[src/verilog/supply_monitor_defs.svh]
// offsets, field positions, reset values and timing counts of the supply monitor
// Function
// - a four-bit read/write criteria select register picks the threshold and resets to zero.
// - bit 0 of the control register is the read/write detector-on bit and resets to zero.
// - while detector-on is 1 the detector is powered and compares supply against threshold.
// - the 1-to-0 change of detector-on loads the comparison outcome into the result latch.
// - bit 1 of the control register is the read-only result, 1 meaning supply below threshold.
// - the result latch resets to 0.
// - the two upper bits of the control register read as 0 and ignore writes.
`ifndef SUPPLY_MONITOR_DEFS_SVH
`define SUPPLY_MONITOR_DEFS_SVH

// register indices, byte address is four times the index
`define IDX_THRESHOLD 16'hff04
`define IDX_CONTROL 16'hff05
`define IDX_STATUS 16'hff08
`define IDX_CLEAR 16'hff09
`define IDX_ENABLE 16'hff0a

// control register fields
`define CTRL_ON_BIT 0
`define CTRL_RESULT_BIT 1

// reset values
`define THRESHOLD_RESET 4'h0
`define CTRL_ON_RESET 1'b0
`define RESULT_RESET 1'b0
`define EVENT_RESET 3'h0

// event bits of status, clear and enable
`define EV_CAPTURE 0
`define EV_LOW 1
`define EV_SHORT 2
`define EV_W 3

// timing
`define CLK_PERIOD_NS 100
`define MIN_ON_US 100
`define MIN_ON_CYCLES ((`MIN_ON_US * 1000 + `CLK_PERIOD_NS - 1) / `CLK_PERIOD_NS)
`define ON_CNT_W 10

// bus answers
`define RESP_OKAY 2'h0
`define RESP_SLVERR 2'h2

`endif

[src/verilog/supply_monitor_pkg.sv]
// shared types of the supply monitor
`default_nettype none
package supply_monitor_pkg;
	typedef enum logic [2:0] {
		st_off = 3'h1,
		st_settling = 3'h2,
		st_stable = 3'h4
	} det_state_t;
	typedef logic [3:0] nibble_t;
	typedef logic [2:0] event_t;
endpackage : supply_monitor_pkg
`default_nettype wire

[src/verilog/sense_if.sv]
// carrier between control logic and the comparator sampling stage
`timescale 1ns/1ps
`default_nettype none
interface sense_if;
	logic detector_on;
	logic capture;
	logic below;
	logic result;
	modport ctrl (output detector_on, output capture, input below, input result);
	modport sample (input detector_on, input capture, output below, output result);
endinterface : sense_if
`default_nettype wire

[src/verilog/supply_sample.sv]
// comparator synchroniser and result latch
`timescale 1ns/1ps
`default_nettype none
`include "supply_monitor_defs.svh"
module supply_sample (
	input wire logic aclk,
	input wire logic aresetn,
	input wire logic supply_below,
	sense_if.sample port
);
	logic [2:0] sync;
	logic below;
	logic result;

	// ----------------------------------------
	// synchroniser
	// ----------------------------------------
	always_ff @(posedge aclk) begin
		if (!aresetn) begin
			sync <= 3'h0;
		end else begin
			sync <= {sync[1:0], supply_below};
		end
	end

	// comparator output is meaningless while unpowered, so only track it when on
	always_ff @(posedge aclk) begin
		if (!aresetn) begin
			below <= 1'b0;
		end else if (port.detector_on && (sync[1] == sync[2])) begin
			below <= sync[2];
		end
	end

	// ----------------------------------------
	// result latch
	// ----------------------------------------
	always_ff @(posedge aclk) begin
		if (!aresetn) begin
			result <= `RESULT_RESET;
		end else if (port.capture) begin
			result <= below;
		end
	end

	assign port.below = below;
	assign port.result = result;
endmodule : supply_sample
`default_nettype wire

[src/verilog/supply_voltage_detect_ctrl.sv]
// supply monitor control, result and interrupt registers on an axi4-lite slave
//
// Our own choice: register access over AXI4-Lite.
`timescale 1ns/1ps
`default_nettype none
`include "supply_monitor_defs.svh"
module supply_voltage_detect_ctrl (
	input wire logic aclk,
	input wire logic aresetn,
	input wire logic [31:0] awaddr,
	input wire logic awvalid,
	output logic awready,
	input wire logic [31:0] wdata,
	input wire logic [3:0] wstrb,
	input wire logic wvalid,
	output logic wready,
	output logic [1:0] bresp,
	output logic bvalid,
	input wire logic bready,
	input wire logic [31:0] araddr,
	input wire logic arvalid,
	output logic arready,
	output logic [31:0] rdata,
	output logic [1:0] rresp,
	output logic rvalid,
	input wire logic rready,
	input wire logic supply_below,
	output logic detector_enable,
	output logic [3:0] criteria_select,
	output logic irq
);
	// ----------------------------------------
	// declarations
	// ----------------------------------------
	logic aw_held;
	logic w_held;
	logic [31:0] aw_addr;
	logic [31:0] w_data;
	logic [3:0] w_strb;
	logic do_write;
	logic wr_lane;
	logic wr_threshold;
	logic wr_ctrl;
	logic wr_clear;
	logic wr_enable;
	logic detector_on;
	logic falling;
	supply_monitor_pkg::det_state_t state;
	supply_monitor_pkg::det_state_t next_state;
	logic [`ON_CNT_W-1:0] on_cnt;
	supply_monitor_pkg::event_t status;
	supply_monitor_pkg::event_t enable;
	supply_monitor_pkg::event_t events;
	supply_monitor_pkg::event_t clr_bits;
	logic [31:0] rd_word;
	logic rd_hit;

	sense_if sense ();

	// ----------------------------------------
	// address decode
	// ----------------------------------------
	function automatic logic match(input logic [31:0] addr, input logic [15:0] idx);
		match = (addr[31:2] == {14'h0, idx});
	endfunction : match

	function automatic logic mapped(input logic [31:0] addr);
		mapped = match(addr, `IDX_THRESHOLD) || match(addr, `IDX_CONTROL) ||
			match(addr, `IDX_STATUS) || match(addr, `IDX_CLEAR) ||
			match(addr, `IDX_ENABLE);
	endfunction : mapped

	// ----------------------------------------
	// write channel
	// ----------------------------------------
	// one write in flight: both channels close until the response is taken
	assign awready = !aw_held && !bvalid;
	assign wready = !w_held && !bvalid;
	assign do_write = aw_held && w_held && !bvalid;

	always_ff @(posedge aclk) begin
		if (!aresetn) begin
			aw_held <= 1'b0;
			aw_addr <= 32'h0;
		end else if (awvalid && awready) begin
			aw_held <= 1'b1;
			aw_addr <= awaddr;
		end else if (do_write) begin
			aw_held <= 1'b0;
		end
	end

	always_ff @(posedge aclk) begin
		if (!aresetn) begin
			w_held <= 1'b0;
			w_data <= 32'h0;
			w_strb <= 4'h0;
		end else if (wvalid && wready) begin
			w_held <= 1'b1;
			w_data <= wdata;
			w_strb <= wstrb;
		end else if (do_write) begin
			w_held <= 1'b0;
		end
	end

	always_ff @(posedge aclk) begin
		if (!aresetn) begin
			bvalid <= 1'b0;
			bresp <= `RESP_OKAY;
		end else if (do_write) begin
			bvalid <= 1'b1;
			bresp <= mapped(aw_addr) ? `RESP_OKAY : `RESP_SLVERR;
		end else if (bready) begin
			bvalid <= 1'b0;
		end
	end

	// all fields live in byte lane 0
	assign wr_lane = do_write && w_strb[0];
	assign wr_threshold = wr_lane && match(aw_addr, `IDX_THRESHOLD);
	assign wr_ctrl = wr_lane && match(aw_addr, `IDX_CONTROL);
	assign wr_clear = wr_lane && match(aw_addr, `IDX_CLEAR);
	assign wr_enable = wr_lane && match(aw_addr, `IDX_ENABLE);

	// ----------------------------------------
	// threshold and detector control
	// ----------------------------------------
	always_ff @(posedge aclk) begin
		if (!aresetn) begin
			criteria_select <= `THRESHOLD_RESET;
		end else if (wr_threshold) begin
			criteria_select <= w_data[3:0];
		end
	end

	// only bit 0 is stored; result and upper bits of the word are dropped
	always_ff @(posedge aclk) begin
		if (!aresetn) begin
			detector_on <= `CTRL_ON_RESET;
		end else if (wr_ctrl) begin
			detector_on <= w_data[`CTRL_ON_BIT];
		end
	end

	// capture in the same edge that switches off, while the comparator is still powered
	assign falling = wr_ctrl && detector_on && !w_data[`CTRL_ON_BIT];

	assign detector_enable = detector_on;
	assign sense.detector_on = detector_on;
	assign sense.capture = falling;

	supply_sample u_sample (
		.aclk(aclk),
		.aresetn(aresetn),
		.supply_below(supply_below),
		.port(sense)
	);

	// ----------------------------------------
	// on-time tracking
	// ----------------------------------------
	always_comb begin
		next_state = state;
		case (state)
			supply_monitor_pkg::st_off: begin
				if (detector_on) begin
					next_state = supply_monitor_pkg::st_settling;
				end
			end
			supply_monitor_pkg::st_settling: begin
				if (!detector_on) begin
					next_state = supply_monitor_pkg::st_off;
				end else if (on_cnt == `ON_CNT_W'(`MIN_ON_CYCLES - 1)) begin
					next_state = supply_monitor_pkg::st_stable;
				end
			end
			supply_monitor_pkg::st_stable: begin
				if (!detector_on) begin
					next_state = supply_monitor_pkg::st_off;
				end
			end
			default: begin
				next_state = supply_monitor_pkg::st_off;
			end
		endcase
	end

	always_ff @(posedge aclk) begin
		if (!aresetn) begin
			state <= supply_monitor_pkg::st_off;
		end else begin
			state <= next_state;
		end
	end

	always_ff @(posedge aclk) begin
		if (!aresetn) begin
			on_cnt <= `ON_CNT_W'(0);
		end else if (state != supply_monitor_pkg::st_settling) begin
			on_cnt <= `ON_CNT_W'(0);
		end else begin
			on_cnt <= on_cnt + `ON_CNT_W'(1);
		end
	end

	// ----------------------------------------
	// interrupts
	// ----------------------------------------
	// short flags a switch-off before the minimum on-time; the result may be unstable
	assign events[`EV_CAPTURE] = falling;
	assign events[`EV_LOW] = falling && sense.below;
	assign events[`EV_SHORT] = falling && (state != supply_monitor_pkg::st_stable);
	assign clr_bits = wr_clear ? w_data[`EV_W-1:0] : `EVENT_RESET;

	// set wins over a clear in the same cycle
	for (genvar i = 0; i < `EV_W; i++) begin : g_event
		always_ff @(posedge aclk) begin
			if (!aresetn) begin
				status[i] <= 1'b0;
			end else if (events[i]) begin
				status[i] <= 1'b1;
			end else if (clr_bits[i]) begin
				status[i] <= 1'b0;
			end
		end
	end

	always_ff @(posedge aclk) begin
		if (!aresetn) begin
			enable <= `EVENT_RESET;
		end else if (wr_enable) begin
			enable <= w_data[`EV_W-1:0];
		end
	end

	assign irq = |(status & enable);

	// ----------------------------------------
	// read channel
	// ----------------------------------------
	always_comb begin
		rd_word = 32'h0;
		rd_hit = 1'b1;
		if (match(araddr, `IDX_THRESHOLD)) begin
			rd_word[3:0] = criteria_select;
		end else if (match(araddr, `IDX_CONTROL)) begin
			rd_word[`CTRL_ON_BIT] = detector_on;
			rd_word[`CTRL_RESULT_BIT] = sense.result;
		end else if (match(araddr, `IDX_STATUS)) begin
			rd_word[`EV_W-1:0] = status;
		end else if (match(araddr, `IDX_ENABLE)) begin
			rd_word[`EV_W-1:0] = enable;
		end else if (!match(araddr, `IDX_CLEAR)) begin
			rd_hit = 1'b0;
		end
	end

	assign arready = !rvalid;

	always_ff @(posedge aclk) begin
		if (!aresetn) begin
			rvalid <= 1'b0;
			rdata <= 32'h0;
			rresp <= `RESP_OKAY;
		end else if (arvalid && arready) begin
			rvalid <= 1'b1;
			rdata <= rd_word;
			rresp <= rd_hit ? `RESP_OKAY : `RESP_SLVERR;
		end else if (rready) begin
			rvalid <= 1'b0;
		end
	end
endmodule : supply_voltage_detect_ctrl
`default_nettype wire
[config.mk]
export PLATFORM = sky130hd
export DESIGN_NAME = supply_voltage_detect_ctrl
export DESIGN_NICKNAME = d
export VERILOG_FILES = /design/src/verilog/supply_monitor_pkg.sv /design/src/verilog/sense_if.sv /design/src/verilog/supply_sample.sv /design/src/verilog/supply_voltage_detect_ctrl.sv
export VERILOG_INCLUDE_DIRS = /design/src /design/src/verilog
export SDC_FILE = /design/constraint.sdc
export NUM_CORES = 1
export LEC_CHECK = 0
export ABC_CLOCK_PERIOD_IN_PS = 3050
export BUFFER_PORTS_ARGS = -buffer_cell sky130_fd_sc_hd__buf_4
export CAP_MARGIN = 20
export CORE_UTILIZATION = 40
export DETAILED_ROUTE_END_ITERATION = 6
export PLACE_DENSITY_LB_ADDON = 0.08
export SLEW_MARGIN = 20
export SYNTH_ARGS = -nofsm -noshare
export SYNTH_HDL_FRONTEND = slang
export SYNTH_SLANG_ARGS = --single-unit
[constraint.sdc]
create_clock -name aclk -period 3.05 [get_ports aclk]
set_input_delay 0.305 -clock aclk [delete_from_list [all_inputs] [get_ports aclk]]
set_output_delay 0.305 -clock aclk [all_outputs]
set_load 0.03 [all_outputs]
==> run metrics, run 1 <==
internal power=about 1500 uW; Worst Setup End Kind=flip-flop; GRT Overall Usage=around 18%; RD Place Congestion=0.754; initial antenna violation count=0; Logic pwr share=between 10% and 20%; final hold vios=0; DP Wirelength=5500 um; Final period util=80.5%; NetSw=524 uW; commonest non-fill, non-tap cells in the layout=buf_4, nand2_1, dfxtp_1, a21oi_1, conb_1; cells on worst reg2reg path=4; Port Buffer Count=89; TritonRoute pass-1 iters=4; Routed Antenna Nets=0; Async SR Flop Fraction=0%; Post-synth EDFFs=0; post-CTS resize count=0; switch share=26.1%; layout cells sized above 1=22.6%; I/O pin cnt=around 160; P&R area growth vs syn=24.2%; worst slew pin tran=0.998 ns; Core ar.=7890 um^2; largest net degree at the start of global routing=32; Via density=4.82; max-cap viol count=0; Yosys cell types=49; Final Skew=around 0.013 ns; first-pass GRT wire length=roughly 12000 um; WS Path Type=flip-flop to flip-flop; status=finished, final reports clean; Chip Width=slightly above 90 um; Place WS=0.663 ns; GRT Residual Overflow=0; Syn. warnings=0; cells after synthesis=roughly 400; vias in the first global route=~2800; Flop pwr share=about half; worst vdd ir=around 0.00026 V; Die Ht=around 93 um; Post-CTS Setup Bufs=0; Setup Viol. Count Final=0; WP data arrival=about 2.7 ns; sum of negative setup slack=0 ns; Pins Over Slew Limit=0; sequential share of the synthesized area=44.3%; worst hold path type=input port to flip-flop; Post-Syn Area=between 3000 and 4000 um^2; Via Count=2857; commonest non-fill, non-tap cell in the layout=buf_4; Critical Path RT=3.32 ns; DR WL/cell=12.5 um; H-tree level count=3; PD cells=483 nW/um^2; Antenna Cells=0; # nets final=~600; remaining routing DRC violations=0; P_leak=0.00171 uW; Avg Inst Size Synth=~8.3 um^2; Top FF cell, synth=dfxtp_1; Initial Utilization=42.4%; full die area=between 8000 and 9000 um^2; Initial DRC Count=102; clock network fraction of total power=34.8%; CTS tree=done; Peak Freq=0.407 GHz; Hold-fix buffers, CTS=0; Post-Route WL=about 7400 um; total CTS buffers=9; Worst-path clk slew=0.08 ns; Cell Rows=32; clk sinks=74; Yosys reg bits=74; crit path max fanout=9; hold path depth=2; fin crit period=2.46 ns; clk buf depth=2; CTS root buf=clkbuf_8; worst skew pair latency=approximately 0.34 ns; Critical Path Start Type=flip-flop; Final WS setup=0.593 ns; Slew HR=around a third; RSZ-0062 raised after global routing=false
[layout make-up]
class | count | area [um^2]
Sequential cell | 74 | 1480
Clock buffer | 15 | 176
Timing Repair Buffer | 91 | 683
Inverter | 11 | 41.3
Multi-Input combinational cell | 299 | 1640
Tap cell | 102 | 128
Clock inverter | 1 | 7.51
Fill cell | 808 | 3730
[cell families (layout without fill, tap and decap cells)]
kind of cell             after synthesis  count (layout)  synth area share (%)
buffers and inverters                 57             118                  9.99
XOR/XNOR                               8               8                  2.09
AND/OR/NAND/NOR                      183             183                  27.5
other                                  1              30                 0.112
multiplexers                          16              16                  4.86
AO/OA/AOI/OAI                         61              61                  10.8
flip-flops                            74              74                  44.3
adder cells (fa/ha/maj)                1               1                 0.374
[state kept, by name, summed over array words and instances, names as in the netlist, 3 cells and up]
signal           count
state                3
status               3
enable               3
criteria_select      4
w_data               4
aw_addr             30
u_sample.sync        3
on_cnt              10
rdata                4
[critical path: stages (launching register included)]
cell and delay [ns]:
dfxtp_1 0.31, or4b_1 0.51, or4_1 0.68, nor3_1 0.63, mux2i_1 0.25
[final timing paths]
kind	start	slack [ns]	end
worst min register to register	u_sample.sync[2]$_SDFF_PN0_	0.45	u_sample.port.below$_SDFFE_PN0P_
worst max register to register	aw_addr[18]$_SDFFE_PN0P_	0.59	enable[2]$_SDFFE_PN0P_
worst max-delay path	aw_addr[18]$_SDFFE_PN0P_	0.59	enable[2]$_SDFFE_PN0P_
worst min-delay path	supply_below	0.19	u_sample.sync[0]$_SDFF_PN0_
[synthesized netlist by cell type, drive strengths merged, types with 2 or more instances]
cell     n  area share, %
and3     5           0.93
inv     11            1.2
o21ai    7            1.0
a21oi   36            5.4
nand2b   6            1.1
nor4b    2           0.52
or4b     3           0.90
nand3    4           0.60
and2     8            1.5
clkbuf  15            1.7
mux2     2           0.67
nor2b    7            1.3
xnor2    7            1.8
nand2   83            9.3
nor3     8            1.2
or4      2           0.56
dfxtp   74             44
nor2    26            2.9
nand4   10            1.9
nor4     6            1.6
a22oi    3           0.67
o211ai   2           0.45
nor3b    3           0.67
buf     31            7.1
and3b    2           0.52
nand4b   3           0.79
o311ai   2           0.52
or3      2           0.37
mux2i   14            4.2
o41ai    3           0.79
[per-stage QoR]
step                cell area (um^2)  total power (uW)  util (%)  std cells  hold slack (ns)
floorplan                       3450              1240         -        430            0.412
CTS                             4160              2030      52.7        593            0.171
global route                    4160              2100      52.7        593            0.185
global placement                3970              1330      50.4        577            0.424
finish                          4160              2010      52.7        593            0.188
detailed placement              3970              1330      50.4        577            0.438
[metal layers]
metal / up-vias / share of wire, % / wire length, um / GRT usage, %
met5: - / 0 / 0 / 0
met4: 0 / 1.8 / 132 / 9.23
met3: 10 / 6.5 / 481 / 3.33
met2: 91 / 46 / 3410 / 31.1
met1: 1279 / 46 / 3380 / 21.5
li1: 1477 / - / - / -
[power groups by stage]
| stage | combinational (uW) | sequential (uW) | clock, uW |
|---|---|---|---|
| 2_1_floorplan | 194 | 1050 | 0 |
| 3_3_place_gp | 278 | 1050 | 0 |
| 3_5_place_dp | 281 | 1050 | 0 |
| 4_1_cts | 281 | 1030 | 724 |
| 5_1_grt | 309 | 1030 | 760 |
| 6_report | 279 | 1030 | 699 |
Power figures use the tool's default switching activity.
==> run 2: changes to the inputs <==
Settings changed: ABC_AREA set to 1, ABC_CLOCK_PERIOD_IN_PS 3050 to 2500.
Clock period 3.05 ns to 2.5 ns, I/O delays scaled along.
==> run 2 against run 1 <==
Against the previous run:
- clock power is 25% higher
- cell count is 20% higher
- register-to-register slack better by 0.37 ns
- critical path type unchanged
- critical path depth is 4 higher
- non-clock buffer count stayed put
- largest power group unchanged
- combinational power is 45% higher
- global-route usage is 1.2 points lower
==> run metrics, run 2 <==
Initial DRC Count=116; Async SR Flop Fraction=0%; vias in the first global route=around 2900; Cell Rows=34; commonest non-fill, non-tap cells in the layout=nor2_1, buf_4, nand2_1, dfxtp_1, inv_1; RSZ-0062 raised after global routing=false; FF-to-FF Start=aw_addr[8]$_SDFFE_PN0P_; Post-synth EDFFs=0; Yosys cell types=36; Filler Cells Inserted=917; most frequent cell after synthesis=nor2_1; Initial Utilization=40.9%; Util after Layout=about half; Chip Width=96.2 um; worst skew pair latency=0.34 ns; Critical Path Start Type=flip-flop; Critical Path Slowest Stage Cell=dfxtp_1; PD cells=587 nW/um^2; Worst-path clk slew=0.08 ns; I/O pin cnt=155; status=finished, final reports clean; GRT Residual Overflow=0; mux cell area share after synthesis=0%; Peak Freq=~0.65 GHz; sum of negative setup slack=0 ns; layout cells sized above 1=20.5%; final hold vios=0; WS Path Type=flip-flop to flip-flop; Die Ht=around 96 um; CP Cell Sequence=nor2_1 -> nand3_1 -> nor2_1 -> nand2_1 -> nor2_1 -> nand3_2 -> o21ai_1 -> a21oi_1; fin crit period=1.53 ns; largest family of logic cells by synthesized area=simple AND/OR/NAND/NOR gates; Worst path depth=8; Regs by FF count=aw_addr (30), on_cnt (10); slowest stage delay, CP=0.31 ns; Post-Syn Area=3550 um^2; Critical Path RT=~2.7 ns; WP buf/inv=0; Avg Inst Size Synth=6.91 um^2; CTS root buf=clkbuf_8; worst vdd ir=0.000258 V; reg2reg setup slack=between 0.9 and 1 ns; Core ar.=8680 um^2; Via Count=around 3300; CTS tree=done; DP Wirelength=5560 um; # nets final=710; Worst Setup End Kind=flip-flop; remaining routing DRC violations=0; Pins Over Slew Limit=0; commonest cells in the netlist=nor2_1, nand2_1, dfxtp_1; Yosys top cell area share=41.7%; GRT Overall Usage=about 17%; ranking of synthesized cells by area=dfxtp_1, nor2_1, nand2_1; WP data arrival=1.75 ns; post-CTS resize count=0; CP Launch Point=aw_addr[8]$_SDFFE_PN0P_; cells after synthesis=roughly 510; Final period util=between 60% and 70%; Simple-Gate Fraction of Synth Area=30.4%; delay-heaviest family, CP=simple AND/OR/NAND/NOR gates; compound-cell area share of the yosys netlist=12.6%; P&R area growth vs syn=23.2%; TritonRoute pass-1 iters=4; Synth area leader=dfxtp_1; Routed Antenna Nets=0; Slew HR=54.3%; Final Skew=0.00795 ns; full die area=approximately 9000 um^2; H-tree level count=3; first-pass GRT wire length=12200 um; total CTS buffers=9; Via density=4.63; Port Buffer Count=89; Post-CTS Setup Bufs=0; Adder-Cell Fraction of Synth Area=less than 1%; cells on worst reg2reg path=8; Antenna Cells=0; worst hold path type=input port to flip-flop; crit path max fanout=8; RD Place Congestion=0.875; clk buf depth=2; Worst R2R End=criteria_select[0]$_SDFFE_PN0P_; worst slew pin tran=0.683 ns; largest register by flop count=aw_addr; Hold-fix buffers, CTS=0; most frequent CP cell=nor2_1; max FFs per register=30; P_leak=0.00205 uW; largest net degree at the start of global routing=51; clk sinks=74; Syn. warnings=0; Post-Route WL=7440 um; DR WL/cell=10.4 um; max-cap viol count=0; Post-Synth XOR/XNOR Area=0%; Setup Viol. Count Final=0; Yosys reg bits=74; Top FF cell, synth=dfxtp_1; initial antenna violation count=0; sequential share of the synthesized area=a little over two fifths; commonest non-fill, non-tap cell in the layout=nor2_1; worst setup path endpoint=criteria_select[0]$_SDFFE_PN0P_
run 2: worst min path at each step:
| stage | cells past startpoint | endpoint | slack, ns | start |
|---|---|---|---|---|
| 3_3_place_gp | 2 | u_sample.sync[1]$_SDFF_PN0_ | 0.39 | u_sample.sync[0]$_SDFF_PN0_ |
| 5_1_grt | 3 | u_sample.sync[0]$_SDFF_PN0_ | 0.09 | supply_below |
| 3_5_place_dp | 2 | u_sample.sync[1]$_SDFF_PN0_ | 0.40 | u_sample.sync[0]$_SDFF_PN0_ |
| 6_report | 3 | u_sample.sync[0]$_SDFF_PN0_ | 0.1 | supply_below |
| 4_1_cts | 3 | u_sample.sync[0]$_SDFF_PN0_ | 0.08 | supply_below |
| 2_1_floorplan | 2 | u_sample.sync[0]$_SDFF_PN0_ | 0.35 | supply_below |
run 2: where the power goes:
group	leakage (uW)	switching, uW	internal, uW
Combinational	0.00135	250	155
Sequential	0.000606	40.6	1250
Clock	0.0000921	422	454
run 2: worst reg2reg max path: stages (launching register included):
cell     delay [ns]
dfxtp_1        0.31
nor2_1         0.11
nand3_1        0.20
nor2_1         0.19
nand2_1        0.07
nor2_1         0.13
nand3_2        0.18
o21ai_1        0.17
a21oi_1        0.05
run 2: through the flow:
step           cell area (um^2)  cells  hold WS (ns)  power (uW)  worst slack, ns
6_report                   4380    713        0.0957        2570            0.968
3_3_place_gp               4190    698         0.394        1710            0.809
3_5_place_dp               4190    698         0.401        1720            0.791
4_1_cts                    4380    713        0.0788        2600            0.956
5_1_grt                    4380    713        0.0862        2720            0.742
2_1_floorplan              3660    543         0.348        1610            0.786
run 2: cell type report:
| class | count | area (um^2) | share of cell area (%) |
|---|---|---|---|
| well taps | 108 | 135 | 3.09 |
| flip-flops and latches | 74 | 1480 | 33.8 |
| clock inverters | 5 | 56.3 | 1.29 |
| repair buffers | 91 | 683 | 15.6 |
| clock buffers | 10 | 128 | 2.92 |
| multi-input cells | 362 | 1660 | 37.8 |
| inverters | 63 | 238 | 5.43 |
run 2: kinds of logic (layout without fill, tap and decap cells):
logic type | after synthesis | after routing
DFF | 74 | 74
buffers and inverters | 107 | 169
adders and majority gates | 1 | 1
AOI/OAI and AO/OA | 86 | 86
and+or+nand+nor | 245 | 245
other | 1 | 30
run 2: routing by layer:
metal	routed length (um)	up-vias	track usage (%)
met2	3300	88	27.0
met5	0	-	0
met3	410	7	4.03
met1	3650	1446	22.0
met4	76	0	6.09
li1	-	1761	-
